--- src/tss_pkg.sv ---
// package of constants and types for the temperature sensor serial slave
package tss_pkg;
  localparam int          TSS_WORD_BITS     = 16;
  localparam int          TSS_TEMP_BITS     = 14;
  localparam int          TSS_CMD_BITS      = 8;
  localparam int          TSS_RX_BITS       = 16;
  localparam logic [7:0]  TSS_CMD_SHUTDOWN  = 8'hff;
  localparam logic [7:0]  TSS_CMD_CONVERT   = 8'h00;
  localparam logic [1:0]  TSS_LOW_ONES      = 2'h3;
  localparam int          TSS_MFR_BITS      = 5;
  // identification value is arbitrary
  localparam logic [15:0] TSS_ID_DEFAULT    = 16'ha5c3;
  localparam int          TSS_CONV_MS       = 270;
  localparam int          TSS_CLK_MHZ       = 125;
  localparam int          TSS_CONV_CYCLES   = TSS_CONV_MS * 1000 * TSS_CLK_MHZ;

  typedef enum logic [1:0] {
    TSS_IDLE = 2'b00,
    TSS_TX   = 2'b01,
    TSS_RX   = 2'b10,
    TSS_DONE = 2'b11
  } tss_state_t;

  typedef enum logic [0:0] {
    TSS_MODE_CONV = 1'b0,
    TSS_MODE_SHDN = 1'b1
  } tss_mode_t;

  // serial pin group as seen by the core after synchronisation
  typedef struct packed {
    logic cs_b;
    logic clk;
    logic din;
  } tss_pins_t;
endpackage

--- src/tss_serial_slave.sv ---
// serial slave and mode control of a digital temperature sensor
`timescale 1ns/1ps
// Operation
// [RULE_01] powers up in continuous conversion mode
// [RULE_02] temperature invalid until first conversion done
// [RULE_03] power-on reset restores all defaults
// [RULE_04] shift out on fall, sample on rise
// [RULE_05] 16 clocks transmit then 16 receive
// [RULE_06] data pin released while select high
// [RULE_07] first bit driven when select falls
// [RULE_08] host never lowers select on rising clock
// [RULE_09] select may rise anytime during transmit
// [RULE_10] new result loaded only after select rises
// [RULE_11] last eight received bits form command
// [RULE_12] ones shut down, zeros resume conversion
// [RULE_13] host sends only all-zeros or all-ones
// [RULE_14] shutdown keeps bus, sends identification word
// [RULE_15] top five id bits are manufacturer
// [RULE_16] 14-bit two's complement temperature, upper bits
// [RULE_17] most significant bit sent first
// [RULE_18] chained read, shutdown, id, convert supported
// [RULE_19] host waits after returning to conversion
// [RULE_20] mode write-only, data words read-only
// [RULE_21] two low bits always driven one
// [RULE_22] host spaces reads by conversion time
// [RULE_23] shift register loaded at select fall
// [RULE_24] mode updates when select rises
module tss_serial_slave
  import tss_pkg::*;
#(
  parameter int          CONV_CYCLES = TSS_CONV_CYCLES,
  parameter logic [15:0] ID_WORD     = TSS_ID_DEFAULT
) (
  // clock and reset
  input  wire logic                     core_clk,
  input  wire logic                     rst_b,
  // converter side
  input  wire logic [TSS_TEMP_BITS-1:0] conv_temp,
  output logic                          conv_active,
  output logic                          temp_valid,
  output logic                          shutdown,
  // serial pins
  input  wire logic                     chip_sel_b,
  input  wire logic                     serial_clock_in,
  input  wire logic                     sio_in,
  output logic                          sio_out,
  output logic                          sio_oe_b
);

  // three-flop chains on the pin inputs; edges compare the second and third flops
  tss_pins_t s1_reg, s2_reg, s3_reg;
  tss_pins_t s1_next, s2_next, s3_next;

  always_comb begin
    s1_next = '{cs_b: chip_sel_b, clk: serial_clock_in, din: sio_in};
    s2_next = s1_reg;
    s3_next = s2_reg;
  end

  always_ff @(posedge core_clk or negedge rst_b) begin
    if (!rst_b) begin
      s1_reg <= '{cs_b: 1'b1, clk: 1'b0, din: 1'b0};
      s2_reg <= '{cs_b: 1'b1, clk: 1'b0, din: 1'b0};
      s3_reg <= '{cs_b: 1'b1, clk: 1'b0, din: 1'b0};
    end else begin
      s1_reg <= s1_next;
      s2_reg <= s2_next;
      s3_reg <= s3_next;
    end
  end

  logic sc_rise, sc_fall, cs_fall, cs_rise, sel;
  assign sc_rise = s2_reg.clk & ~s3_reg.clk;
  assign sc_fall = ~s2_reg.clk & s3_reg.clk;
  assign cs_fall = ~s2_reg.cs_b & s3_reg.cs_b;
  assign cs_rise = s2_reg.cs_b & ~s3_reg.cs_b;
  assign sel     = ~s2_reg.cs_b;

  // converter timer and result holding
  localparam int CW = $clog2(CONV_CYCLES + 1);
  logic [CW-1:0]              conv_cnt_reg, conv_cnt_next;
  logic [TSS_TEMP_BITS-1:0]   result_reg, result_next;
  logic [TSS_TEMP_BITS-1:0]   pend_reg, pend_next;
  logic                       pend_flag_reg, pend_flag_next;
  logic                       valid_reg, valid_next;
  tss_mode_t                  mode_reg, mode_next;

  // serial transfer state
  tss_state_t                 st_reg, st_next;
  logic [TSS_WORD_BITS-1:0]   shift_reg, shift_next;
  logic [4:0]                 bit_cnt_reg, bit_cnt_next;
  logic [TSS_CMD_BITS-1:0]    cmd_reg, cmd_next;
  logic [4:0]                 rx_cnt_reg, rx_cnt_next;
  logic                       out_reg, out_next;
  logic                       oe_b_reg, oe_b_next;

  logic                       conv_done;
  logic [TSS_WORD_BITS-1:0]   load_word;
  assign conv_done = (mode_reg == TSS_MODE_CONV) && (conv_cnt_reg == CW'(CONV_CYCLES - 1));

  always_comb begin
    // [RULE_14] [RULE_15] [RULE_16] [RULE_21]
    // follows the mode being decoded, so a chained shutdown sends the id word at once
    if (mode_next == TSS_MODE_SHDN)
      load_word = {ID_WORD[15:2], TSS_LOW_ONES};
    else
      load_word = {result_reg, TSS_LOW_ONES};
  end

  // converter group
  always_comb begin
    conv_cnt_next  = conv_cnt_reg;
    result_next    = result_reg;
    pend_next      = pend_reg;
    pend_flag_next = pend_flag_reg;
    valid_next     = valid_reg;
    if (mode_reg == TSS_MODE_SHDN) begin
      conv_cnt_next = '0;
    end else if (conv_done) begin
      conv_cnt_next = '0;
      valid_next    = 1'b1; // [RULE_02]
      if (sel) begin
        pend_next      = conv_temp; // [RULE_10]
        pend_flag_next = 1'b1;
      end else begin
        // a newer result supersedes any value parked during the last frame
        result_next    = conv_temp;
        pend_flag_next = 1'b0;
      end
    end else begin
      conv_cnt_next = conv_cnt_reg + CW'(1);
    end
    if (!sel && pend_flag_reg && !conv_done) begin
      result_next    = pend_reg; // [RULE_10]
      pend_flag_next = 1'b0;
    end
  end

  // command decode: select rise, or the fall that ends a chained receive phase
  logic decode_now, cmd_full;
  always_comb begin
    decode_now = cs_rise || (sel && !cs_fall && st_reg == TSS_DONE && sc_fall); // [RULE_18] [RULE_24]
    cmd_full   = (rx_cnt_reg >= 5'(TSS_CMD_BITS)); // [RULE_11]
  end

  // mode group
  always_comb begin
    mode_next = mode_reg;
    // unknown codes keep the mode rather than guess at a test pattern
    if (decode_now && cmd_full) begin
      if (cmd_reg == TSS_CMD_SHUTDOWN)
        mode_next = TSS_MODE_SHDN; // [RULE_12]
      else if (cmd_reg == TSS_CMD_CONVERT)
        mode_next = TSS_MODE_CONV; // [RULE_12]
    end
  end

  always_ff @(posedge core_clk or negedge rst_b) begin
    if (!rst_b) begin
      mode_reg <= TSS_MODE_CONV; // [RULE_01] [RULE_03]
    end else begin
      mode_reg <= mode_next;
    end
  end

  // serial group
  always_comb begin
    st_next      = st_reg;
    shift_next   = shift_reg;
    bit_cnt_next = bit_cnt_reg;
    cmd_next     = cmd_reg;
    rx_cnt_next  = rx_cnt_reg;
    out_next     = out_reg;
    if (cs_rise || !sel) begin
      // [RULE_09] deselect ends any phase; the mode group decodes the byte
      st_next     = TSS_IDLE;
      rx_cnt_next = '0;
    end else if (cs_fall) begin
      shift_next   = {load_word[TSS_WORD_BITS-2:0], 1'b1}; // [RULE_23]
      out_next     = load_word[TSS_WORD_BITS-1]; // [RULE_07] [RULE_17]
      bit_cnt_next = '0;
      rx_cnt_next  = '0;
      st_next      = TSS_TX;
    end else begin
      case (st_reg)
        TSS_TX: begin
          if (sc_rise) begin
            bit_cnt_next = bit_cnt_reg + 5'd1;
            if (bit_cnt_reg == 5'(TSS_WORD_BITS - 1)) begin
              st_next      = TSS_RX; // [RULE_05]
              bit_cnt_next = '0;
            end
          end else if (sc_fall && bit_cnt_reg != 5'd0) begin
            out_next   = shift_reg[TSS_WORD_BITS-1]; // [RULE_04]
            shift_next = {shift_reg[TSS_WORD_BITS-2:0], 1'b1};
          end
        end
        TSS_RX: begin
          if (sc_rise) begin
            cmd_next     = {cmd_reg[TSS_CMD_BITS-2:0], s2_reg.din}; // [RULE_04] [RULE_11]
            bit_cnt_next = bit_cnt_reg + 5'd1;
            if (rx_cnt_reg < 5'd8)
              rx_cnt_next = rx_cnt_reg + 5'd1;
            if (bit_cnt_reg == 5'(TSS_RX_BITS - 1))
              st_next = TSS_DONE;
          end
        end
        TSS_DONE: begin
          // [RULE_18] a chained frame starts again with a fresh word
          if (sc_fall) begin
            shift_next   = {load_word[TSS_WORD_BITS-2:0], 1'b1};
            out_next     = load_word[TSS_WORD_BITS-1];
            bit_cnt_next = '0;
            rx_cnt_next  = '0;
            st_next      = TSS_TX;
          end
        end
        default: st_next = TSS_IDLE;
      endcase
    end
    // registered so the pin enable never glitches between phases
    oe_b_next = ~(sel && st_next == TSS_TX); // [RULE_06]
  end

  always_ff @(posedge core_clk or negedge rst_b) begin
    if (!rst_b) begin
      // [RULE_02] [RULE_03] converter restarts, output word invalid
      valid_reg     <= 1'b0;
      conv_cnt_reg  <= '0;
      result_reg    <= '0;
      pend_reg      <= '0;
      pend_flag_reg <= 1'b0;
    end else begin
      valid_reg     <= valid_next;
      conv_cnt_reg  <= conv_cnt_next;
      result_reg    <= result_next;
      pend_reg      <= pend_next;
      pend_flag_reg <= pend_flag_next;
    end
  end

  always_ff @(posedge core_clk or negedge rst_b) begin
    if (!rst_b) begin
      // [RULE_03] [RULE_06] link idles with the pin released
      st_reg        <= TSS_IDLE;
      shift_reg     <= '1;
      bit_cnt_reg   <= '0;
      cmd_reg       <= '0;
      rx_cnt_reg    <= '0;
      out_reg       <= 1'b1;
      oe_b_reg      <= 1'b1;
    end else begin
      st_reg        <= st_next;
      shift_reg     <= shift_next;
      bit_cnt_reg   <= bit_cnt_next;
      cmd_reg       <= cmd_next;
      rx_cnt_reg    <= rx_cnt_next;
      out_reg       <= out_next;
      oe_b_reg      <= oe_b_next;
    end
  end

  // [RULE_06] [RULE_20] pin only driven during transmit phase
  assign sio_out     = out_reg;
  assign sio_oe_b    = oe_b_reg;
  assign conv_active = (mode_reg == TSS_MODE_CONV);
  assign temp_valid  = valid_reg;
  assign shutdown    = (mode_reg == TSS_MODE_SHDN);

endmodule // tss_serial_slave

--- config.mk ---
export PLATFORM = sky130hd
export DESIGN_NAME = tss_serial_slave
export DESIGN_NICKNAME = d
export VERILOG_FILES = /design/src/tss_pkg.sv /design/src/tss_serial_slave.sv
export SDC_FILE = /design/constraint.sdc
export NUM_CORES = 1
export LEC_CHECK = 0
export BUFFER_PORTS_ARGS = -buffer_cell sky130_fd_sc_hd__buf_4
export CAP_MARGIN = 20
export CORE_MARGIN = 4
export CORE_UTILIZATION = 25
export CTS_BUF_LIST = sky130_fd_sc_hd__clkbuf_2
export DETAILED_ROUTE_END_ITERATION = 8
export PLACE_DENSITY_LB_ADDON = 0.05
export SYNTH_ARGS = -nofsm -noshare
export SYNTH_HDL_FRONTEND = slang
export SYNTH_SLANG_ARGS = --single-unit
--- constraint.sdc ---
create_clock -name core_clk -period 4.84 [get_ports core_clk]
set_clock_uncertainty 0.2 [all_clocks]
set_input_delay 0.242 -clock core_clk [delete_from_list [all_inputs] [get_ports core_clk]]
set_output_delay 0.242 -clock core_clk [all_outputs]
set_load 0.005 [all_outputs]
# Yosys cells after proc, flatten, opt, wreduce, memory -nomap -nowiden
# Index checks and enable logic that the tools add are counted.
dict set report word_totals {
  regBits 103
  input_bits 19
  out_inout_bits 5
  word_cells 125
}
dict set report op_classes {
  addsub 3
  n_lt_le_gt_ge 2
  n_eq_ne 16
  muxes 43
  bitwise_logic 12
  n_reduce_logical 28
}
# cell count
set ops {}
lappend ops {{$mux W16} 5}
lappend ops {{$mux W14} 4}
lappend ops {{$mux W26} 2}
lappend ops {{$mux W5} 9}
lappend ops {{$pmux W16 S2} 1}
lappend ops {{$add A26 B1 Y26 const B} 1}
lappend ops {{$eq A26 B26 Y1 const B} 1}
lappend ops {{$ne A3 B3 Y1 const B} 5}
lappend ops {{$pmux W5 S3} 1}
lappend ops {{$mux W2} 7}
lappend ops {{$mux W1} 11}
lappend ops {{$add A5 B1 Y5 const B} 2}
lappend ops {{$pmux W5 S2} 1}
lappend ops {{$reduce_and A5 Y1} 2}
lappend ops {{$logic_and A1 B1 Y1} 9}
lappend ops {{$eq A8 B8 Y1 const B} 1}
lappend ops {{$logic_not A8 Y1} 1}
lappend ops {{$ne A4 B4 Y1 const B} 2}
lappend ops {{$not A1 Y1} 8}
lappend ops {{$reduce_and A4 Y1} 2}
lappend ops {{$reduce_bool A4 Y1} 2}
lappend ops {{$pmux W2 S3} 1}
lappend ops {{$reduce_and A3 Y1} 2}
lappend ops {{$eq A5 B4 Y1 const B} 1}
lappend ops {{other kinds (14)} 23}

# Depth between registers and ports, before layout
# Gate-level depths: netlist (run 1).
dict set report logic_depth {
  ltp_word 13
  depth_mapped 9
  mapped_depth_nobuf 8
}

# Least setup slack after synthesis (run 1)
# OpenSTA, ideal clock, no wires.
dict set report synth_timing {
  kind {reg2reg}
  startpoint {reg conv_cnt_reg[0]}
  endpoint {reg pend_reg[10]}
  setup_ns 0.125
  arrival_time_ns 1.909
  t_required_ns 4.515
  setup_slack_ns 2.606
  path_stages_with_launch 8
  n_path_buf 2
  period_less_slack_ns 2.234
  cell_sequence {dfrtp_1 ha_1 and3_1 buf_2 nand4_1 nor3_2 buf_4 mux2_2}
}
dict set report synth_via {
  elab_chain_cells 3
}
# element line_no
set synth_rtl {}
lappend synth_rtl {{start, declared} tss_serial_slave.sv:81} ;# logic [CW-1:0] conv_cnt_reg, conv_cnt_next;
lappend synth_rtl {{start signal, assigned} tss_serial_slave.sv:235} ;# conv_cnt_reg <= conv_cnt_next;
lappend synth_rtl {{$eq A26 B26 Y1} tss_serial_slave.sv:99} ;# assign conv_done = (mode_reg == TSS_MODE_CONV) && (conv_cnt_reg == CW'(CONV_CYCLES - 1));
lappend synth_rtl {{$logic_and A1 B1 Y1} tss_serial_slave.sv:99}
lappend synth_rtl {{$reduce_and A3 Y1 (no line)} n/a}
lappend synth_rtl {{end signal, assigned} tss_serial_slave.sv:237} ;# pend_reg <= pend_next;
lappend synth_rtl {{end, declared} tss_serial_slave.sv:83} ;# logic [TSS_TEMP_BITS-1:0] pend_reg, pend_next;
# No other way between the ends.
# A chain may end at the register's enable or synchronous reset.

# Worst setup path after layout (run 1)
dict set report layout_timing {
  startpoint {reg st_reg[1]}
  endpoint {reg shift_reg[13]}
}
dict set report layout_via {
  elab_chain_cells 10
  elab_cells_between_ends 16
  classes_between {eq/ne: 5; mux: 5; reduce/logical: 6}
}
# element line_no
set layout_rtl {}
lappend layout_rtl {{start, declared} tss_serial_slave.sv:89} ;# tss_state_t st_reg, st_next;
lappend layout_rtl {{start signal, assigned} tss_serial_slave.sv:253} ;# st_reg <= st_next;
lappend layout_rtl {{$eq A2 B2 Y1} {tss_serial_slave.sv:142, tss_serial_slave.sv:185}}
lappend layout_rtl {{$logic_and A1 B1 Y1 (2 in series)} tss_serial_slave.sv:142} ;# decode_now = cs_rise || (sel && !cs_fall && st_reg == TSS_DONE && sc_fall);
lappend layout_rtl {{$logic_or A1 B1 Y1} tss_serial_slave.sv:142}
lappend layout_rtl {{$logic_and A1 B1 Y1} tss_serial_slave.sv:150} ;# if (decode_now && cmd_full) begin
lappend layout_rtl {{$mux W1} tss_serial_slave.sv:150}
lappend layout_rtl {{$mux W16} tss_serial_slave.sv:104} ;# if (mode_next == TSS_MODE_SHDN)
lappend layout_rtl {{$mux W16} tss_serial_slave.sv:210} ;# if (sc_fall) begin
lappend layout_rtl {{$pmux W16 S2} tss_serial_slave.sv:185} ;# case (st_reg)
lappend layout_rtl {{$mux W16} tss_serial_slave.sv:178} ;# end else if (cs_fall) begin
lappend layout_rtl {{end signal, assigned} tss_serial_slave.sv:254} ;# shift_reg <= shift_next;
lappend layout_rtl {{end, declared} tss_serial_slave.sv:90} ;# logic [TSS_WORD_BITS-1:0] shift_reg, shift_next;
# Several ways; a longest one is shown, not always the timed one. The select of a mux whose other input is x is not followed.

==> impl_metrics.tcl, run 1 <==
set metrics [dict create \
    place.port_buffers 23 \
    nets 562 \
    syn-cell-area_sq_um 5130 \
    synth_ff_type "dfrtp_1" \
    cp-start-kind "flop" \
    worst_pin_slew_ns 1.08 \
    maxSlewHeadroom 0.277 \
    async_reset_ff_frac 1.00 \
    endpoint "shift_reg[13]" \
    grt_pass1_wl_mm 22.4 \
    post-cts-setup-buffers 0 \
    gp_congestion 0.731 \
    grt_max_degree 69 \
    p_total_mw 1.47 \
    track_usage 0.125 \
    max_freq_mhz 341 \
    status "completed" \
    firstDrtPassIters 4 \
    pin_count 24 \
    routedWlPerCell_microns 16.6 \
    synth_top_family_by_area "compound AO/OA/AOI/OAI gates" \
    initial_core_util 0.253 \
    min_path_type "input pin to flop" \
    root_buffer "clkbuf_2" \
    muxShareOfSynthArea 0.0522 \
    drive_gt1_frac 0.177 \
    critPathMaxFanout 19 \
    synthSimpleGateAreaFrac 0.157 \
    dieArea_sq_um 22900 \
    rr_worst_depth 6 \
    worstSkewPairLatency_ns 0.65 \
    setup_viol 0 \
    worstReg2RegStart "st_reg[1]" \
    synth_cell_types 63 \
    drc 0 \
    fin_crit_ns 2.93 \
    clkTransAtPathRegs_ns 0.33 \
    r2r-end "shift_reg[13]" \
    rows 52 \
    synth_warnings 0 \
    cts.sinks 100 \
    grt_util_met1 0.179 \
    core-area_sq_um 20200 \
    period_share 0.606 \
    synth_seq_area_share 0.492 \
    crit_start "st_reg[1]" \
    critical_path_arrival_ns 3.29 \
    viasPerCell 4.98 \
    slew_violations 0 \
    synth_fa_ha_area_frac 0.0244 \
    area_growth_pct 15.0 \
    leakagePower_nw 2.46 \
    required_ns 5.20 \
    synth_compound_area_frac 0.212 \
    grt_pass1_vias 4034 \
    synth_cells 502 \
    antenna_found_initial 1 \
    grt_util_met2 0.189 \
    cts-buffers-inserted 9 \
    clk_path_buf_depth 2 \
    vias 4027 \
    cts_tree "built" \
    synth_nets 531 \
    vdd_drop_max_mv 0.0831 \
    path_class "flop to flop" \
    end_kind "flop" \
    busiest_layer "met2" \
    fin_setup_tns_ns 0 \
    ctsResizeCount 0 \
    htree_levels 3 \
    synth_xor_area_frac 0.0171 \
    route.antenna.remaining_nets 0 \
    synth_edf_count 0 \
    power_density_nw_per_um2 249 \
    maxCapViolations 0 \
    min_from "conv_temp[6]" \
    place_hpwl_mm 8.78 \
    placed_cells 768 \
    drt_wl_total_mm 13.4 \
    reg2reg_slack_ns 1.91 \
    avgSynthCellArea_sq_um 10.2 \
    stdcell_count 809 \
    largest_register_ffs 26 \
    gr-usage-met3 0.0305 \
    grt_overflow 0 \
    hold_slack_ns 0.144 \
    final-hold-violation-count 0 \
    drt_iter0_drc 211 \
    rsz0062_at_grt "no" \
    die_y_microns 151 \
    ys_ff_latch 100 \
    fp.dieW_microns 151 \
]
how the worst min path moves through the flow:
stage | to | cells after the start
6_report | pend_reg[6] | 3
5_1_grt | pend_reg[5] | 3
4_1_cts | s1_reg[1] | 2
3_5_place_dp | s2_reg[0] | 0
3_3_place_gp | s2_reg[0] | 0
2_1_floorplan | bit_cnt_reg[0] | 0
layer usage:
metal / routed length (microns) / vias up / part of all wire
li1: - / 1940 / -
met1: 6820 / 2010 / 0.51
met4: 124 / 0 / 0.0093
met5: 0 / - / 0
met3: 479 / 8 / 0.036
met2: 5980 / 69 / 0.45
synthesized netlist by cell type, types with 4 or more instances:
master	instances	area, sq um
o221a_1	10	113
a22oi_1	6	45.0
a31oi_1	7	43.8
ha_1	10	125
nand2_1	14	52.6
o2111ai_1	7	61.3
xor2_1	5	43.8
mux2_2	19	214
dfstp_2	18	473
a311oi_1	6	52.6
and3_1	4	25.0
buf_2	8	40.0
nor2b_1	6	37.5
a211oi_1	8	60.1
o221a_2	4	45.0
o21ai_0	42	210
inv_1	24	90.1
nand2b_1	4	25.0
or4_1	11	82.6
dfrtp_1	82	2050
buf_1	4	15.0
o21a_1	4	30.0
or3_1	9	56.3
clkbuf_1	18	67.6
xnor2_1	5	43.8
nor3_1	8	40.0
nand3_1	20	100
a21oi_1	32	160
o31ai_1	8	60.1
nor2_1	41	154
nand4_1	9	56.3
worst max-delay path, cell delays in order, from the launching register on:
cell,delay (ns)
dfrtp_1,0.49
inv_1,0.11
ha_1,0.66
o21bai_1,0.20
a211oi_1,0.91
nor3_1,0.09
a31oi_1,0.19
through the flow:
stage	setup WS, ns	instance area, sq um	util
after floorplan	2.61	5130	-
after global placement	1.86	5540	0.274
after detailed placement	1.78	5540	0.274
after CTS	1.77	5830	0.288
after global routing	1.62	5900	0.291
final	1.91	5900	0.291
cell type report:
cell class,count,area (sq um)
well taps,270,338
fillers,2119,14300
flip-flops and latches,100,2520
clock inverters,6,53.8
diodes,2,5.00
repair buffers,52,469
multi-input cells,346,2370
clock buffers,9,45.0
inverters,24,90.1
cells in the final DEF, fill, tap and decap left out, types with 11 or more instances in the layout:
cell           count
mux2_2            19
or4_1             11
nand3_1           20
buf_4             28
nor2_1            41
dfstp_2           18
a21oi_1           32
dlygate4sd3_1     22
dfrtp_1           82
o21ai_0           42
inv_1             24
nand2_1           14
cells by family after synthesis:
group,count (synthesis)
simple gates,146
compound gates,156
fa+ha+maj,10
buf+inv,56
xor+xnor,10
flops,100
mux,24
power breakdown:
part           internal [mW]  switching, mW  total [mW]
combinational         0.0647         0.0903       0.155
sequential             0.881         0.0285       0.910
clock                 0.0762          0.325       0.401
total                   1.02          0.444        1.47
repair_timing:
action / CTS / global route
endpoints found under the hold margin: 96 / 23
hold buffers: 20 / 2
endpoints found under the setup margin: 0 / 0
(Power assumes the default switching activity.)
==> run 2: changes to the inputs <==
Clock period 4.84 ns to 2.45 ns, I/O delays scaled along.
==> impl_metrics.tcl, run 2 (same netlist as run 1, synthesis figures left out) <==
set metrics [dict create \
    initial_core_util 0.253 \
    viasPerCell 4.91 \
    place_hpwl_mm 9.45 \
    final_common_cell "dfrtp_1" \
    crit_buf_inv 1 \
    leakagePower_nw 2.65 \
    route.layer.met1.wl_mm 7.02 \
    clk_path_buf_depth 2 \
    critPathMaxFanout 14 \
    worstReg2RegStart "conv_cnt_reg[23]" \
    cts_tree "built" \
    maxCapViolations 0 \
    placed_area_sq_um 5750 \
    p_sw_uw 918 \
    top_layer "met4" \
    p_clk_frac 0.281 \
    final-hold-violation-count 0 \
    worstSkewPairLatency_ns 0.65 \
    route.antenna.remaining_nets 0 \
    critical_path_arrival_ns 2.67 \
    dr_wl_met2_mm 6.39 \
    crit_family "simple AND/OR/NAND/NOR gates" \
    drt_wl_total_mm 13.9 \
    rsz0062_at_grt "no" \
    max_freq_mhz 436 \
    htree_levels 3 \
    required_ns 2.83 \
    min_from "conv_temp[6]" \
    cp-start-kind "flop" \
    drive_gt1_frac 0.220 \
    period_share 0.935 \
    worst_pin_slew_ns 0.474 \
    grt_pass1_wl_mm 23.1 \
    largest_register_ffs 26 \
    vdd_drop_max_mv 0.214 \
    wl_met3_microns 336 \
    min_path_type "input pin to flop" \
    power_density_nw_per_um2 477 \
    setup_viol 0 \
    fin_crit_ns 2.29 \
    hold_end "result_reg[6]" \
    grt_max_degree 51 \
    end_kind "flop" \
    routedWlPerCell_microns 16.4 \
    vias 4169 \
    clkTransAtPathRegs_ns 0.32 \
    gp_congestion 0.729 \
    rows 52 \
    min_path_cells 3 \
    place.port_buffers 23 \
    cpMaxStageDelayCell "or4_1" \
    dieArea_sq_um 22900 \
    maxSlewHeadroom 0.683 \
    reg2reg_slack_ns 0.16 \
    slew_violations 0 \
    area_growth_pct 22.6 \
    antenna_found_initial 1 \
    seq_power_share 0.599 \
    drt_iter0_drc 181 \
    comb_power_share 0.121 \
    post-place-ws_ns 0.0402 \
    final_cell_mix "82 x dfrtp_1, 50 x buf_4, 42 x o21ai_0" \
    root_buffer "clkbuf_2" \
    path_class "flop to flop" \
    p_sw_frac 0.306 \
    fp.dieW_microns 151 \
    pin_count 24 \
    track_usage 0.130 \
    cts-buffers-inserted 9 \
    core-area_sq_um 20200 \
    stdcell_area_sq_um 6290 \
    grt_pass1_vias 4181 \
    cts.sinks 100 \
    layout_setup_ws_ns 0.158 \
    p_total_mw 3.00 \
    status "completed" \
    rr_worst_depth 5 \
    path_cells "nor4_2, nand3_1, or4_1, buf_4, o221a_2" \
    r2r-end "result_reg[6]" \
    nets 601 \
    firstDrtPassIters 7 \
    grt_overflow 0 \
    fin_setup_tns_ns 0 \
    drc 0 \
    critPathMaxStageDelay_ns 0.52 \
    p_int_mw 2.08 \
    die_y_microns 151 \
]
run 2: worst register-to-register path: cells and delay by family, from the launching register on:
family                 cells  cell delay [ns]
AND/OR/NAND/NOR            3             1.06
flip-flops                 1             0.50
buffers and inverters      1             0.21
AO/OA/AOI/OAI              1             0.28
run 2: power by group through the flow:
stage               Combinational [mW]  Sequential, mW  Clock, mW
finish                           0.362            1.80      0.842
detailed placement               0.308            1.82          0
CTS                              0.358            1.80      0.922
global route                     0.413            1.81      0.982
floorplan                        0.169            1.80          0
global placement                 0.308            1.82          0
run 2: metal layers:
layer / track usage / vias to the layer above
li1: - / 2028
met2: 0.202 / 42
met4: 0.0367 / 0
met1: 0.186 / 2090
met3: 0.0233 / 9
met5: 0 / -
run 2: area by class of cell:
| cell class | count | area [sq um] |
|---|---|---|
| tap | 270 | 338 |
| clock buffer | 9 | 45.0 |
| sequential | 100 | 2520 |
| inverter | 24 | 90.1 |
| timing repair buffer | 91 | 821 |
| multi-input combinational | 346 | 2390 |
| fill | 2098 | 13900 |
| clock inverter | 7 | 70.1 |
| antenna | 2 | 5.00 |
run 2: worst max path at each step:
| stage | start | endpoint | cells past startpoint |
|---|---|---|---|
| after floorplan | conv_cnt_reg[0] | pend_reg[10] | 7 |
| after CTS | st_reg[1] | shift_reg[11] | 7 |
| after global routing | conv_cnt_reg[21] | result_reg[6] | 5 |
| after detailed placement | st_reg[0] | shift_reg[11] | 5 |
| after global placement | st_reg[1] | shift_reg[12] | 6 |
| final | conv_cnt_reg[23] | result_reg[6] | 5 |
run 2: what timing repair did:
item | CTS | global route
gates resized for setup | 0 | 6
buffers inserted | 1 | 1
pin swaps | 1 | 0
hold buffers | 37 | 0
endpoints found under the hold margin | 131 | 0
endpoints found under the setup margin | 2 | 20
run 2: per-stage QoR:
| stage | util | cells | hold slack (ns) |
|---|---|---|---|
| after detailed placement | 0.284 | 792 | -0.0883 |
| after CTS | 0.309 | 846 | 0.0171 |
| final | 0.311 | 849 | 0.104 |
| after global routing | 0.311 | 849 | 0.0302 |
| after floorplan | - | 502 | -0.373 |
| after global placement | 0.284 | 791 | -0.0931 |
==> run 3: changes to the inputs <==
Settings changed: BUFFER_PORTS_ARGS -buffer_cell sky130_fd_sc_hd__buf_4 to not set, DONT_BUFFER_PORTS set to 1.
Clock period 2.45 ns to 2.2 ns, I/O delays scaled along.
==> impl_metrics.tcl, run 3 (same netlist as run 1, synthesis figures left out) <==
set metrics [dict create \
    nets 612 \
    cpMaxStageDelayCell "or4_4" \
    setup_viol 0 \
    largest_register_ffs 26 \
    path_cells "ha_4, and3_4, nand4_1, or4_4, buf_6, o221a_1" \
    final-hold-violation-count 0 \
    clkTransAtPathRegs_ns 0.34 \
    post-place-ws_ns -0.0127 \
    end_kind "flop" \
    area_growth_pct 26.0 \
    required_ns 2.53 \
    leakagePower_nw 2.73 \
    viasPerCell 4.91 \
    fp.dieW_microns 151 \
    status "completed" \
    drt_iter0_drc 170 \
    multi_input_area_sq_um 2460 \
    final_cell_mix "81 x dfrtp_1, 56 x buf_4, 42 x o21ai_0" \
    drc 0 \
    place.port_buffers 0 \
    pin_count 24 \
    firstDrtPassIters 4 \
    cts_tree "built" \
    initial_core_util 0.253 \
    fill_cells 2098 \
    routedWlPerCell_microns 16.3 \
    critical_path_arrival_ns 2.51 \
    critPathMaxStageDelay_ns 0.55 \
    power_density_nw_per_um2 507 \
    crit_buf_inv 1 \
    root_buffer "clkbuf_2" \
    grt_max_degree 101 \
    critPathMaxFanout 7 \
    crit_family "simple AND/OR/NAND/NOR gates" \
    clk_path_buf_depth 2 \
    cts.sinks 100 \
    hold_slack_ns 0.179 \
    drive_gt1_frac 0.247 \
    htree_levels 3 \
    fin_crit_ns 2.18 \
    maxSlewHeadroom 0.632 \
    layout_setup_ws_ns 0.0226 \
    max_freq_mhz 459 \
    worstSkewPairLatency_ns 0.63 \
    cts-buffers-inserted 9 \
    grt_pass1_vias 4247 \
    maxCapViolations 0 \
    cp-start-kind "flop" \
    final_common_cell "dfrtp_1" \
    route.antenna.remaining_nets 0 \
    min_path_type "flop to flop" \
    die_y_microns 151 \
    rsz0062_at_grt "yes" \
    drt_wl_total_mm 14.0 \
    seq_area_sq_um 2530 \
    antenna_found_initial 1 \
    p_total_mw 3.27 \
    grt_pass1_wl_mm 22.9 \
    period_share 0.990 \
    gp_congestion 0.743 \
    track_usage 0.129 \
    vdd_drop_max_mv 0.259 \
    core-area_sq_um 20200 \
    worst_pin_slew_ns 0.550 \
    slew_violations 0 \
    path_class "flop to flop" \
    place_hpwl_mm 9.27 \
    rows 52 \
    grt_overflow 0 \
    dieArea_sq_um 22900 \
    vias 4217 \
]
## run 3: worst paths after layout
path / startpoint / to / slack, ns / cells after the start
worst max-delay path: conv_cnt_reg[0] / result_reg[3] / 0.02 / 6
worst min-delay path: s1_reg[2] / s2_reg[2] / 0.18 / 0
worst max register to register: conv_cnt_reg[0] / result_reg[3] / 0.02 / 6
worst min register to register: s1_reg[2] / s2_reg[2] / 0.18 / 0
max in group asynchronous: rst_b / shift_reg[5] / 0.94 / 3
min in group asynchronous: rst_b / conv_cnt_reg[4] / 0.39 / 3
## run 3: per-stage QoR
step / util / cell area, sq um / cells / TNS [ns]
final: 0.319 / 6460 / 858 / 0
after global routing: 0.319 / 6460 / 858 / -0.475
after CTS: 0.311 / 6300 / 848 / 0
after global placement: 0.287 / 5820 / 797 / -0.0844
after detailed placement: 0.287 / 5820 / 797 / -0.0226
after floorplan: - / 5150 / 502 / -0.0763
## run 3: power breakdown
group | switching [mW] | internal (mW)
Combinational | 0.222 | 0.181
Clock | 0.711 | 0.165
Sequential | 0.0568 | 1.94
Total | 0.989 | 2.28
## run 3: area by class of cell
class / count / share of cell area
Inverter: 24 / 0.0139
Antenna cell: 1 / 0.000387
Sequential cell: 100 / 0.391
Tap cell: 270 / 0.0523
Clock buffer: 9 / 0.00697
Multi-Input combinational cell: 346 / 0.380
Timing Repair Buffer: 102 / 0.146
Clock inverter: 6 / 0.00891
## run 3: routing by layer
| layer | vias to the layer above | part of all wire | wire length, microns | global-route usage |
|---|---|---|---|---|
| met5 | - | 0 | 0 | 0 |
| met3 | 4 | 0.023 | 327 | 0.0296 |
| met2 | 45 | 0.48 | 6710 | 0.204 |
| li1 | 2051 | - | - | - |
| met1 | 2117 | 0.49 | 6880 | 0.179 |
| met4 | 0 | 0.0061 | 85 | 0.0272 |
## run 3: what timing repair did
action | 4_1_cts | 5_1_grt
hold buffers | 34 | 3
gates cloned | 0 | 1
endpoints found under the hold margin | 131 | 100
gates resized for setup | 5 | 18
setup endpoints to repair | 12 | 58
pin swaps | 0 | 9
buffers inserted | 2 | 5
